`src/pkg/cps_pkg.sv`:
```
// Shared constants and types of the card presence supervisor.
// Assumes a single 25 MHz system clock and a synchronous active-high reset.
package cps_pkg;

    // ****************************************************************
    // Time base
    // ****************************************************************
    localparam longint unsigned CLK_HZ = 64'd25_000_000;
    // Longest quiet time allowed on the card interface during a call.
    localparam longint unsigned INACT_MAX_S = 64'd30;
    // Quiet time after which the presence query is raised; the margin
    // leaves room for a busy interface and the card's reply.
    localparam longint unsigned ASK_S = 64'd25;
    // Longest time from a query, or a bad reply, to the end of the call.
    localparam longint unsigned END_MAX_S = 64'd5;
    // Cycles kept back from the end deadline for the end pulse itself.
    localparam longint unsigned END_MARGIN_CYC = 64'd2;

    localparam int unsigned TMR_W = 30;
    localparam longint unsigned ASK_CYC_L = ASK_S * CLK_HZ;
    localparam longint unsigned RSP_CYC_L = END_MAX_S * CLK_HZ - END_MARGIN_CYC;
    localparam logic [TMR_W-1:0] ASK_CYC = ASK_CYC_L[TMR_W-1:0];
    localparam logic [TMR_W-1:0] RSP_CYC = RSP_CYC_L[TMR_W-1:0];

    // ****************************************************************
    // Field widths and sync depth
    // ****************************************************************
    localparam int unsigned DIR_W = 16;
    localparam int unsigned ID_W = 4;
    localparam int unsigned SYNC_N = 3;

    // ****************************************************************
    // Supervisor states, one-hot
    // ****************************************************************
    typedef enum logic [4:0] {
        ST_IDLE  = 5'h01,
        ST_WATCH = 5'h02,
        ST_ASK   = 5'h04,
        ST_WAIT  = 5'h08,
        ST_END   = 5'h10
    } cps_state_t;

    typedef struct packed {
        cps_state_t st;
        logic [SYNC_N-1:0] rm_sync;
        logic removed;
        logic [DIR_W-1:0] ref_dir;
        logic ref_ok;
        logic req;
        logic end_cs;
        logic end_pd;
        logic [ID_W-1:0] bearer_id;
    } cps_sup_t;

endpackage

```
`src/pkg/cps_tmr_if.sv`:
```
// Control and status lines between the supervisor and one interval timer.
// Assumes both ends run on the same system clock.
interface cps_tmr_if;
    logic restart;
    logic run;
    logic hit;

    modport ctl (output restart, output run, input hit);
    modport tmr (input restart, input run, output hit);
endinterface

```
`src/cps_timer.sv`:
```
// Interval timer: counts cycles while run is high and flags a limit.
// Assumes restart and run come from logic on the same clock.
module cps_timer #(
    parameter int unsigned W = cps_pkg::TMR_W,
    parameter logic [W-1:0] LIMIT = '1
) (
    // Clock and reset.
    input wire logic clk_sys,
    input wire logic rst,
    // Control from the supervisor.
    cps_tmr_if.tmr t
);

    typedef struct packed {
        logic [W-1:0] cnt;
        logic hit;
    } cps_tmr_t;

    cps_tmr_t q;
    cps_tmr_t d;

    // ****************************************************************
    // Counting
    // ****************************************************************
    // The count holds at LIMIT - 1 so the flag stays until cleared.
    always_comb begin
        d = q;
        if (t.restart || !t.run) begin
            d.cnt = '0;
            d.hit = 1'b0;
        end else if (q.cnt == LIMIT - 1'b1) begin
            d.hit = 1'b1;
        end else begin
            d.cnt = q.cnt + 1'b1;
        end
    end

    // Register the whole state.
    always_ff @(posedge clk_sys) begin
        if (rst) begin
            q <= '0;
        end else begin
            q <= d;
        end
    end

    assign t.hit = q.hit;

    restart_clears_a: assert property (@(posedge clk_sys) disable iff (rst)
        t.restart |=> !t.hit) else $error("Timer flag survived a restart.");

endmodule

```
`src/cps_supervisor.sv`:
```
// Card presence supervisor: queries the card during calls and ends them on loss.
// Assumes call, exchange and reply signals come from logic on clk_sys; only the
// card removal switch is asynchronous.
//
// Behaviour
// - Query card before 30 s quiet during calls.
// - Quiet timer restarts at exchange end, query.
// - No reply data ends call within 5 s.
// - Changed directory in reply ends call promptly.
// - Circuit call or packet context counts as call.
// - Packet context failure tears down its bearer.
// - Removal switch also ends calls alongside queries.
module cps_supervisor #(
    parameter logic [cps_pkg::TMR_W-1:0] ASK_CYC = cps_pkg::ASK_CYC,
    parameter logic [cps_pkg::TMR_W-1:0] RSP_CYC = cps_pkg::RSP_CYC
) (
    // Clock and reset.
    input wire logic clk_sys,
    input wire logic rst,
    // Call and bearer control.
    input wire logic cs_active,
    input wire logic pdp_active,
    input wire logic [cps_pkg::ID_W-1:0] ctx_id,
    output logic end_cs_q,
    output logic end_pd_q,
    output logic [cps_pkg::ID_W-1:0] bearer_id_q,
    // Card interface controller.
    input wire logic xfer_done,
    input wire logic dir_sel_valid,
    input wire logic [cps_pkg::DIR_W-1:0] dir_sel,
    output logic status_req_q,
    input wire logic status_sent,
    input wire logic rsp_valid,
    input wire logic rsp_nodata,
    input wire logic [cps_pkg::DIR_W-1:0] rsp_dir,
    // Mechanical removal switch.
    input wire logic card_out,
    output logic card_gone_q
);

    cps_pkg::cps_sup_t q;
    cps_pkg::cps_sup_t d;
    logic call;
    logic fail;

    cps_tmr_if quiet_if ();
    cps_tmr_if rsp_if ();

    // ****************************************************************
    // Timers
    // ****************************************************************
    // Quiet time counts only while watching a call; any leave clears it.
    assign quiet_if.run = (q.st == cps_pkg::ST_WATCH);
    assign quiet_if.restart = xfer_done || status_sent;
    // The reply deadline runs from the moment the query left.
    assign rsp_if.run = (q.st == cps_pkg::ST_WAIT);
    assign rsp_if.restart = status_sent;

    cps_timer #(
        .W(cps_pkg::TMR_W),
        .LIMIT(ASK_CYC)
    ) u_quiet (
        .clk_sys(clk_sys),
        .rst(rst),
        .t(quiet_if.tmr)
    );

    cps_timer #(
        .W(cps_pkg::TMR_W),
        .LIMIT(RSP_CYC)
    ) u_rsp (
        .clk_sys(clk_sys),
        .rst(rst),
        .t(rsp_if.tmr)
    );

    // ****************************************************************
    // Supervision sequence
    // ****************************************************************
    assign call = cs_active || pdp_active;

    // Next state. A failure in any watching state jumps to the end state,
    // which waits for the call side to drop before supervising again.
    always_comb begin
        d = q;
        fail = 1'b0;
        // The first sync stage feeds only the second one.
        d.rm_sync = {q.rm_sync[cps_pkg::SYNC_N-2:0], card_out};
        if (q.rm_sync[cps_pkg::SYNC_N-2] == q.rm_sync[cps_pkg::SYNC_N-1]) begin
            d.removed = q.rm_sync[cps_pkg::SYNC_N-1];
        end
        d.end_cs = 1'b0;
        d.end_pd = 1'b0;
        // A selection by a command sets the directory to compare against.
        if (dir_sel_valid) begin
            d.ref_dir = dir_sel;
            d.ref_ok = 1'b1;
        end
        case (q.st)
            cps_pkg::ST_IDLE: begin
                if (call) begin
                    d.st = cps_pkg::ST_WATCH;
                end
            end
            cps_pkg::ST_WATCH: begin
                if (!call) begin
                    d.st = cps_pkg::ST_IDLE;
                end else if (q.removed) begin
                    fail = 1'b1;
                end else if (quiet_if.hit) begin
                    d.st = cps_pkg::ST_ASK;
                end
            end
            cps_pkg::ST_ASK: begin
                if (!call) begin
                    d.st = cps_pkg::ST_IDLE;
                end else if (q.removed) begin
                    fail = 1'b1;
                end else if (status_sent) begin
                    d.st = cps_pkg::ST_WAIT;
                end
            end
            cps_pkg::ST_WAIT: begin
                if (!call) begin
                    d.st = cps_pkg::ST_IDLE;
                end else if (q.removed) begin
                    fail = 1'b1;
                end else if (rsp_valid) begin
                    if (rsp_nodata) begin
                        fail = 1'b1;
                    end else if (q.ref_ok && (rsp_dir != q.ref_dir)) begin
                        fail = 1'b1;
                    end else begin
                        d.st = cps_pkg::ST_WATCH;
                        d.ref_dir = rsp_dir;
                        d.ref_ok = 1'b1;
                    end
                end else if (rsp_if.hit) begin
                    fail = 1'b1;
                end
            end
            cps_pkg::ST_END: begin
                if (!call) begin
                    d.st = cps_pkg::ST_IDLE;
                end
            end
            default: begin
                d.st = cps_pkg::ST_IDLE;
            end
        endcase
        // Ending both sides at once keeps a mixed call from half-surviving.
        if (fail) begin
            d.st = cps_pkg::ST_END;
            d.end_cs = cs_active;
            d.end_pd = pdp_active;
            d.bearer_id = ctx_id;
        end
        d.req = (d.st == cps_pkg::ST_ASK);
    end

    // Register the whole state.
    always_ff @(posedge clk_sys) begin
        if (rst) begin
            q <= '{st: cps_pkg::ST_IDLE, default: '0};
        end else begin
            q <= d;
        end
    end

    // ****************************************************************
    // Outputs
    // ****************************************************************
    assign end_cs_q = q.end_cs;
    assign end_pd_q = q.end_pd;
    assign bearer_id_q = q.bearer_id;
    assign status_req_q = q.req;
    assign card_gone_q = q.removed;

    // ****************************************************************
    // Checks
    // ****************************************************************
    quiet_query_a: assert property (@(posedge clk_sys) disable iff (rst)
        (q.st == cps_pkg::ST_WATCH) && call && !q.removed && quiet_if.hit
        |=> status_req_q) else $error("Query not raised at quiet limit.");

    quiet_restart_a: assert property (@(posedge clk_sys) disable iff (rst)
        (status_sent || xfer_done) && (q.st == cps_pkg::ST_WATCH)
        |=> !quiet_if.hit) else $error("Quiet timer not restarted.");

    nodata_end_a: assert property (@(posedge clk_sys) disable iff (rst)
        (q.st == cps_pkg::ST_WAIT) && call && rsp_valid && rsp_nodata
        |=> (q.st == cps_pkg::ST_END) && (end_cs_q || end_pd_q))
        else $error("Empty reply did not end the call.");

    late_reply_a: assert property (@(posedge clk_sys) disable iff (rst)
        (q.st == cps_pkg::ST_WAIT) && call && !rsp_valid && rsp_if.hit
        |=> end_cs_q || end_pd_q) else $error("Missing reply did not end the call.");

    dir_change_a: assert property (@(posedge clk_sys) disable iff (rst)
        (q.st == cps_pkg::ST_WAIT) && call && !q.removed && rsp_valid && !rsp_nodata
        && q.ref_ok && (rsp_dir != q.ref_dir) && !dir_sel_valid
        |=> (q.st == cps_pkg::ST_END) ##1 (q.st != cps_pkg::ST_WATCH))
        else $error("Changed directory did not end the call.");

    call_start_a: assert property (@(posedge clk_sys) disable iff (rst)
        (q.st == cps_pkg::ST_IDLE) && (cs_active || pdp_active)
        |=> (q.st == cps_pkg::ST_WATCH)) else $error("Call not supervised.");

    bearer_match_a: assert property (@(posedge clk_sys) disable iff (rst)
        $rose(end_pd_q) |-> (bearer_id_q == $past(ctx_id)) && $past(pdp_active))
        else $error("Wrong bearer torn down.");

    removal_end_a: assert property (@(posedge clk_sys) disable iff (rst)
        q.removed && call && (q.st == cps_pkg::ST_WATCH)
        |=> (end_cs_q || end_pd_q) ##1 !(end_cs_q || end_pd_q))
        else $error("Removal did not end the call once.");

    idle_quiet_a: assert property (@(posedge clk_sys) disable iff (rst)
        !call |=> !status_req_q && !end_cs_q && !end_pd_q)
        else $error("Activity without a call.");

endmodule

```
`config.mk`:
```
export PLATFORM = sky130hd
export DESIGN_NAME = cps_supervisor
export DESIGN_NICKNAME = d
export VERILOG_FILES = /design/src/pkg/cps_pkg.sv /design/src/pkg/cps_tmr_if.sv /design/src/cps_timer.sv /design/src/cps_supervisor.sv
export SDC_FILE = /design/constraint.sdc
export NUM_CORES = 1
export LEC_CHECK = 0
export BUFFER_PORTS_ARGS = -buffer_cell sky130_fd_sc_hd__buf_2
export CAP_MARGIN = 20
export CORE_ASPECT_RATIO = 1.2
export CORE_UTILIZATION = 55
export DETAILED_ROUTE_END_ITERATION = 12
export PLACE_DENSITY = 0.8
export SLEW_MARGIN = 20
export SYNTH_ARGS = -nofsm -noshare
export SYNTH_HDL_FRONTEND = slang
export SYNTH_SLANG_ARGS = --single-unit
```
`constraint.sdc`:
```
create_clock -name clk_sys -period 2.1 [get_ports clk_sys]
set_clock_uncertainty 0.05 [all_clocks]
set_input_delay 0.105 -clock clk_sys [delete_from_list [all_inputs] [get_ports clk_sys]]
set_output_delay 0.105 -clock clk_sys [all_outputs]
set_load 0.01 [all_outputs]
```
# [Word-level counts from Yosys, hierarchy flattened]
# Index checks and enable logic that the tools add are counted.
[classes] addsub=2 n_eq_ne=10 muxes=31 n_bitwise=1 reduce_logical=11
[ops] op="$mux W17" count=7
[ops] op="$mux W5" count=14
[ops] op="$add A30 B1 Y30 const B" count=2
[ops] op="$eq A30 B27 Y1 const B" count=1
[ops] op="$eq A30 B30 Y1 const B" count=1
[ops] op="$pmux W5 S5" count=1
[ops] op="$ne A16 B16 Y1" count=1
[ops] op="$eq A5 B3 Y1 const B" count=2
[ops] op="$mux W1" count=8
[ops] op="$reduce_or A2 Y1" count=4
[ops] op="$eq A5 B1 Y1 const B" count=1
[ops] op="$eq A5 B2 Y1 const B" count=1
[ops] op="$eq A5 B4 Y1 const B" count=1
[ops] op="$eq A5 B5 Y1 const B" count=1
[ops] op="$logic_or A1 B1 Y1" count=4
[ops] op="$logic_not A1 Y1" count=2
[ops] op="$pmux W1 S2" count=1
[ops] op="$eq A1 B1 Y1" count=1
[ops] op="$logic_and A1 B1 Y1" count=1
[ops] op="$not A1 Y1" count=1
[totals] register_bits=95 in_bits=46

# [Depth between registers and ports, before layout]
# Gate-level depths: netlist of run 1.
[logic_depth] word_depth=10 ltp_mapped=8 ltp_nobuf=7

# [Modules after synthesis]
# Synthesis of run 1 repeated with hierarchy kept, for this count alone.
[unflattened] hier_cells=550 hier_area_um2=4984.8
[modules_own_cells] module="cps_supervisor" n_inst=1 cells_each=196 area_each_um2=1861.8 seq_area_each_um2=660.6
[modules_own_cells] module="cps_timer at u_quiet" n_inst=1 cells_each=183 area_each_um2=1566.5 seq_area_each_um2=620.6
[modules_own_cells] module="cps_timer at u_rsp" n_inst=1 cells_each=171 area_each_um2=1556.5 seq_area_each_um2=620.6

# [Worst setup path before layout of run 1]
# No wires, ideal clock.
[synth_path] path_kind="flip-flop to flip-flop" start="reg q[30] in the netlist's numbering" end="reg q (netlist bit bearer_id_q[0])" setup_time_ns=0.072 arrival_time_ns=1.680 t_required_ns=1.978 slack_ns=0.298 path_stages_with_launch=7 path_buffers=1 path_cell_list="dfxtp_1 -> buf_6 -> or2_1 -> o21ai_1 -> o211ai_1 -> a2111oi_4 -> mux2i_1"
[synth_via] elab_chain_cells=3 elab_cells_between_ends=5 classes_between="eq/ne (3); mux (1); reduce/logical (1)"
[synth_lines] item="start: declaration" line="cps_supervisor.sv:41" source="cps_pkg::cps_sup_t q;"
[synth_lines] item="start signal: assignment" line="cps_supervisor.sv:164" source="q <= '{st: cps_pkg::ST_IDLE, default: '0};"
[synth_lines] item="start signal: assignment" line="cps_supervisor.sv:166" source="q <= d;"
[synth_lines] item="$eq A5 B3 Y1 or $eq A5 B2 Y1 (tied branches)" line="cps_supervisor.sv:99" source="case (q.st)"
[synth_lines] item="$reduce_or A2 Y1 (no line)"
[synth_lines] item="$pmux W1 S2 *" line="cps_supervisor.sv:99"
# Mark *: on every way between the ends. The rest lies on a longest branch, timed or not.
# A chain may end at the register's enable or synchronous reset.

# [Final worst setup path of run 1]
[layout_path] start="reg u_rsp.q[8] in the netlist's numbering" end="reg u_rsp.q[30] in the netlist's numbering"
[layout_via] elab_chain_cells=1 elab_cells_between_ends=2 classes_between="add/sub (1); eq/ne (1)"
[layout_lines] item="start: declaration" line="cps_timer.sv:19" source="cps_tmr_t q;"
[layout_lines] item="start signal: assignment" line="cps_timer.sv:41" source="q <= '0;"
[layout_lines] item="start signal: assignment" line="cps_timer.sv:43" source="q <= d;"
[layout_lines] item="$add A30 B1 Y30 or $eq A30 B27 Y1 (tied branches)" line="cps_timer.sv:34, cps_timer.sv:31"
# Several ways; a longest one is shown, not always the timed one.

==> results of run 1 <==
-- metrics by stage --
step / setup slack (ps) / instances / total power [mW] / utilization (%) / hold slack (ps)
3_3_place_gp: 240 / 706 / 2.13 / 62.6 / 279
2_1_floorplan: 298 / 551 / 2.05 / - / 183
6_report: 170 / 728 / 3.44 / 66.5 / 15.8
4_1_cts: 79.1 / 728 / 3.45 / 66.1 / 2.46
5_1_grt: 29.9 / 728 / 3.57 / 66.5 / 9.23
3_5_place_dp: 104 / 706 / 2.14 / 62.6 / 292
-- what timing repair did --
item | 4_1_cts | 5_1_grt
resized for setup | 0 | 6
hold endpoints to repair | 7 | 0
hold buffers | 7 | 0
endpoints found under the setup margin | 0 | 5
-- worst max path at each step --
| stage | endpoint | startpoint | slack [ps] |
|---|---|---|---|
| 2_1_floorplan | bearer_id_q[0] | q[30] | 300 |
| 3_3_place_gp | q[30] | q[17] | 240 |
| 3_5_place_dp | q[30] | q[12] | 100 |
| 4_1_cts | q[30] | q[12] | 80 |
| 5_1_grt | status_req_q | q[18] | 30 |
| 6_report | u_rsp.q[30] | u_rsp.q[8] | 170 |
-- registers in the layout, summed over array words and instances, names as in the netlist --
signal and count:
u_rsp.t.hit 1, status_req_q 1, u_quiet.t.hit 1, d 2
end_pd_q 1, q 23, u_quiet.q 30, bearer_id_q 4
u_rsp.q 30, card_gone_q 1, end_cs_q 1
-- per-layer routing --
metal  up-vias  share of wire (%)  GRT usage (%)  wire (µm)
met3        12                3.1           4.70        314
met2        80                 53           43.0       5370
met5         -                  0              0          0
met1      1932                 43           26.7       4350
li1       2047                  -              -          -
met4         0                1.3           6.90        130
-- logic make-up after synthesis --
group,count (synthesis),share of synthesized area [%]
AO/OA/AOI/OAI,58,7.77
flip-flops,95,40.0
multiplexers,21,4.42
XOR/XNOR,68,12.5
AND/OR/NAND/NOR,268,30.9
adder cells (fa/ha/maj),3,0.790
buffers and inverters,38,3.50
-- final cells by class --
type | count | area, µm²
Timing Repair Buffer | 76 | 455
Fill cell | 667 | 2770
Multi-Input combinational cell | 418 | 2720
Inverter | 10 | 37.5
Clock buffer | 10 | 138
Clock inverter | 5 | 81.3
Sequential cell | 95 | 1900
Tap cell | 114 | 143
-- critical path, cell delays in order, from the launching register on --
cell,delay (ps)
dfxtp_1,460
nand3_1,180
or4_4,550
nor4_1,340
xnor2_1,170
nor2_1,60
-- power groups by stage --
stage,Combinational [mW],Clock (mW),Sequential [mW]
3_3_place_gp,0.237,0,1.89
5_1_grt,0.297,1.41,1.86
3_5_place_dp,0.246,0,1.89
2_1_floorplan,0.159,0,1.89
4_1_cts,0.257,1.34,1.85
6_report,0.268,1.32,1.85
-- placed cells by master (no fill, tap or decap), types with 8 or more instances in the layout --
cell type	instances
xnor2_1	27
nor2_1	72
nand2_1	23
nand4_1	17
inv_1	10
nand3_1	27
a21oi_1	8
buf_2	53
and3_1	8
mux2i_1	21
nor4_1	11
buf_4	16
xor2_1	41
and4_1	9
dfxtp_1	95
o21ai_0	29
nor3_1	27
nor3b_1	21
nand2b_1	9
clkbuf_8	10
==> results.md, run 1 <==
* Count of cell types in the netlist at 53
* Synth Flop Type: dfxtp_1
* Nets at 659
* Reg power frac at 53.9%
* YS warnings at 0
* Largest net degree at the start of global routing at 34
* H-tree levels at 3
* Final Cycle Share at 91.9%
* P per Cell Area at 628 nW/µm²
* Antenna cell count at 0
* Number of port buffers at 53
* Congestion Overflow GR at 0
* CP Class: register to register
* Synth top area share at 40.0%
* Post-DR wirelength/cell at 14.0 µm
* Unrepaired setup endpoints after global routing: no
* Seq/Total Area, Yosys at 40.0%
* Die Wd at 86.8 µm
* Setup Total Neg Slack at 0 ps
* Vias at 4071
* Post-Syn Instances at 551
* FF-to-FF path depth at 5
* GRT Total Usage at 23.4%
* CORE AREA at 8240 µm²
* Int Pwr at 2.66 mW
* Worst min path class: input port to register
* Mean Syn Cell Area at 8.62 µm²
* Initial antenna violation count at 0
* Number of vias per cell at 5.59
* Post-CTS setup buffer count at 0
* Worst-Skew Late Latency at 360 ps
* R2r setup slk at 170 ps
* Placer Congestion at 0.873
* Fraction of layout cells with a size suffix above 1 at 15.8%
* DP Area at 5160 µm²
* Synth Register Bits at 95
* Hold_sp: status_sent
* Global-route wire length before repair at 17.1 mm
* Post-synth ARST share at 0%
* Final-report hold violation count at 0
* Setup Viol. Count Final at 0
* Synth Cell Area at 4750 µm²
* Die height at 104 µm
* CTS sink cnt at 95
* FF-to-FF End: u_rsp.q[30]
* CTS root buf: clkbuf_8
* EDFF count, synth at 0
* Critical path endpoint category: register
* Num CTS Buffers at 9
* Worst Hold Depth at 3
* Most frequent cells after synthesis: dfxtp_1, nor2_1, xor2_1
* Max Slew Vio Count at 0
* Worst Hold End: q[31]
* CP arrival at 2120 ps
* Sw Share at 22.6%
* P_sw at 0.778 mW
* Slew @ Worst Pin at 494 ps
* Worst VDD drop at 441 µV
* Vias in the first global route at 3976
* Startpoint Class: register
* Comb power frac at 7.8%
* Clk pwr share at 38.3%
* Detailed Route WL at 10.2 mm
* Ports at 54
* Area leader, netlist: dfxtp_1
* Post-synthesis net count at 600
* DP HPWL at 7.14 mm
* Clk slew on worst S/H paths at 90 ps
* Max FO, Critical Path at 6
* Worst r2r src: u_rsp.q[8]
* Leak at 1.93 nW
* CTS tree: built
* Final worst path period need at 1930 ps
* Synth-to-layout area growth at 15.3%
* Fin area at 5480 µm²
* Post-route ant nets at 0
* Rel. slew slack at 67.1%
* Largest cells by area after synthesis: dfxtp_1, xor2_1, nor2_1
* Initial core utilization at 57.6%
* # DRC at 0
* Status: completed
* DRT Pass-1 Iters at 4
* Fmax at 518 MHz
* Max_cap viols at 0
* Total die area at 9010 µm²
* CTS Buffer Depth at 2
* Critical Path RT at 2290 ps
* Rows at 36
* Count leader, synth: dfxtp_1
* 1st-iter DRT viols at 261
No activity file was read; power rests on OpenSTA's default activity.
==> run 2: changes to the inputs <==
SLEW_MARGIN = 5   (was 20)
clock period = 2.15 ns   (was 2.1 ns; I/O delays follow)
==> run 2 against run 1 <==
Largest cell class unchanged. Critical path depth increased by 1. Die area is the same. Clock power fell by 11%. Sequential share of layout area up 0.44 points. Global-route usage fell by 0.40 points.
==> results.md, run 2 (synthesis results as in run 1) <==
* Ports at 54 (unchanged)
* CP arrival at 2190 ps (+70 ps)
* 1st-iter DRT viols at 141 (-46%)
* R2r setup slk at 140 ps (-30 ps)
* Vias at 4090 (+0.47%)
* CTS tree: built
* Die Wd at 86.8 µm (unchanged)
* Rows at 36 (unchanged)
* Critical path endpoint category: register
* Filler cells at 713 (+6.9%)
* Final worst path period need at 2010 ps (+75.6 ps)
* Setup Total Neg Slack at 0 ps (unchanged)
* Post-cts resize count at 0 (unchanged)
* Worst VDD drop at 477 µV (+8.0%)
* Crit-path cells: xor2_1 > nor4_1 > and4_1 > a2111oi_4 > buf_4 > a2111oi_0
* Worst-Skew Late Latency at 360 ps (about the same)
* Worst r2r src: q[17]
* Initial antenna violation count at 0 (unchanged)
* Setup Viol. Count Final at 0 (unchanged)
* Antenna cell count at 0 (unchanged)
* Global-route wire length before repair at 16.9 mm (-1.5%)
* Initial core utilization at 57.6% (unchanged)
* Max FO, Critical Path at 8 (+2)
* Fin util at 65.6% (-0.83 points)
* Int Pwr at 2.46 mW (-7.7%)
* CP Class: register to register
* Nets at 657 (-0.30%)
* Leak at 1.90 nW (-1.3%)
* Max_cap viols at 0 (unchanged)
* Crit path launch: q[17]
* Clk pwr share at 36.2% (-2.1 points)
* Fraction of layout cells with a size suffix above 1 at 14.8% (-0.95 points)
* Biggest regs: u_quiet.q: 30 flops, u_rsp.q: 30 flops, q: 23 flops
* Most frequent cells in the layout: dfxtp_1, nor2_1, buf_2, xor2_1, o21ai_0
* Largest net degree at the start of global routing at 34 (unchanged)
* CTS root buf: clkbuf_8
* Met2 WL at 5.16 mm (-3.8%)
* Num CTS Buffers at 9 (unchanged)
* Number of port buffers at 53 (unchanged)
* Crit-path slowest cell: nor4_1
* Placer Congestion at 0.828 (-5.2%)
* Worst setup path endpoint: status_req_q
* Unrepaired setup endpoints after global routing: no
* Reg power frac at 56.3% (+2.4 points)
* DR top layer: met4
* Congestion Overflow GR at 0 (unchanged)
* Final Cycle Share at 93.3% (+1.4 points)
* H-tree levels at 3 (unchanged)
* Startpoint Class: register
* Worst min path class: input port to register
* Clk slew on worst S/H paths at 100 ps (about the same)
* # hold bufs at CTS at 7 (unchanged)
* Status: completed
* Post-DR wirelength/cell at 13.6 µm (-2.4%)
* Detailed Route WL at 9.90 mm (-2.5%)
* Die height at 104 µm (unchanged)
* Fmax at 499 MHz (-3.8%)
* DR WL met3 at 297 µm (-5.4%)
* Post-CTS setup buffer count at 0 (unchanged)
* CTS Buffer Depth at 2 (unchanged)
* Rel. slew slack at 67.0% (about the same)
* Leading cell type in the layout, fill and taps excluded: dfxtp_1
* CTS sink cnt at 95 (unchanged)
* Metal-1 WL at 4.27 mm (-1.9%)
* Number of vias per cell at 5.63 (+0.60%)
* Comb power frac at 7.5% (-0.3 points)
* Slew @ Worst Pin at 494 ps (+0.150 ps)
* Post-route ant nets at 0 (unchanged)
* Synth-to-layout area growth at 13.9%
* Critical Path RT at 2340 ps (+50 ps)
* FF-to-FF path depth at 6 (+1)
* P per Cell Area at 596 nW/µm² (-5.0%)
* DRT Pass-1 Iters at 6 (+2)
* Sw Share at 23.8% (+1.2 points)
* P_sw at 0.768 mW (-1.2%)
* DP HPWL at 7.11 mm (-0.33%)
* Vias in the first global route at 4072 (+2.4%)
* # DRC at 0 (unchanged)
* Final-report hold violation count at 0 (unchanged)
* FF-to-FF End: status_req_q
* Max Slew Vio Count at 0 (unchanged)
* CORE AREA at 8240 µm² (unchanged)
* GRT Total Usage at 23.0% (-0.40 points)
* CP peak stage delay at 460 ps (-90 ps)
* Total die area at 9010 µm² (unchanged)
==> run 2: cell count changes in the layout (fill, tap and decap cells not counted), sizes merged <==
cell / previous run / this run
buf: 69 / 67
bufinv: 2 / 1
clkinv: 1 / 2
inv: 11 / 12
==> run 2: stage by stage <==
stage | instances | instance area (µm²) | worst slack [ps] | hold WS [ps] | total power [mW]
2_1_floorplan | 551 | 4750 | 348 | 186 | 2.00
3_3_place_gp | 704 | 5140 | 280 | 288 | 2.08
6_report | 727 | 5410 | 145 | 31.8 | 3.22
5_1_grt | 727 | 5410 | 12.2 | 23.0 | 3.35
3_5_place_dp | 704 | 5140 | 151 | 285 | 2.09
4_1_cts | 727 | 5410 | 120 | 0.720 | 3.25
==> run 2: metal layers <==
layer	global-route usage, %	up-vias
met5	0	-
met4	8.81	0
met3	4.14	18
met2	42.3	71
met1	25.7	1944
li1	-	2057
==> run 2: worst max-delay path: cells and delay by family, from the launching register on <==
kind	cells	cell delay, ps
AOI/OAI and AO/OA	2	360
xor gates and xnor gates	1	160
buffers and inverters	1	190
DFF	1	330
and+or+nand+nor	2	790
==> run 2: area by class of cell <==
type	count	area, µm²	share of cell area [%]
clock inverter	6	68.8	1.27
inverter	10	37.5	0.694
clock buffer	10	128	2.36
sequential	95	1900	35.2
tap	114	143	2.64
multi-input combinational	418	2690	49.7
timing repair buffer	74	440	8.14
==> run 2: worst min path at each step <==
stage / depth (start not counted) / startpoint / to
2_1_floorplan: 1 / card_out / d[26]
3_5_place_dp: 2 / card_out / d[26]
5_1_grt: 2 / rst / card_gone_q
4_1_cts: 2 / rst / card_gone_q
6_report: 2 / rst / card_gone_q
3_3_place_gp: 2 / card_out / d[26]
==> run 2: power groups by stage <==
stage | clock [mW] | combinational (mW) | sequential [mW]
2_1_floorplan | 0 | 0.155 | 1.85
3_3_place_gp | 0 | 0.221 | 1.85
3_5_place_dp | 0 | 0.231 | 1.86
4_1_cts | 1.20 | 0.241 | 1.82
5_1_grt | 1.26 | 0.267 | 1.82
6_report | 1.17 | 0.242 | 1.82
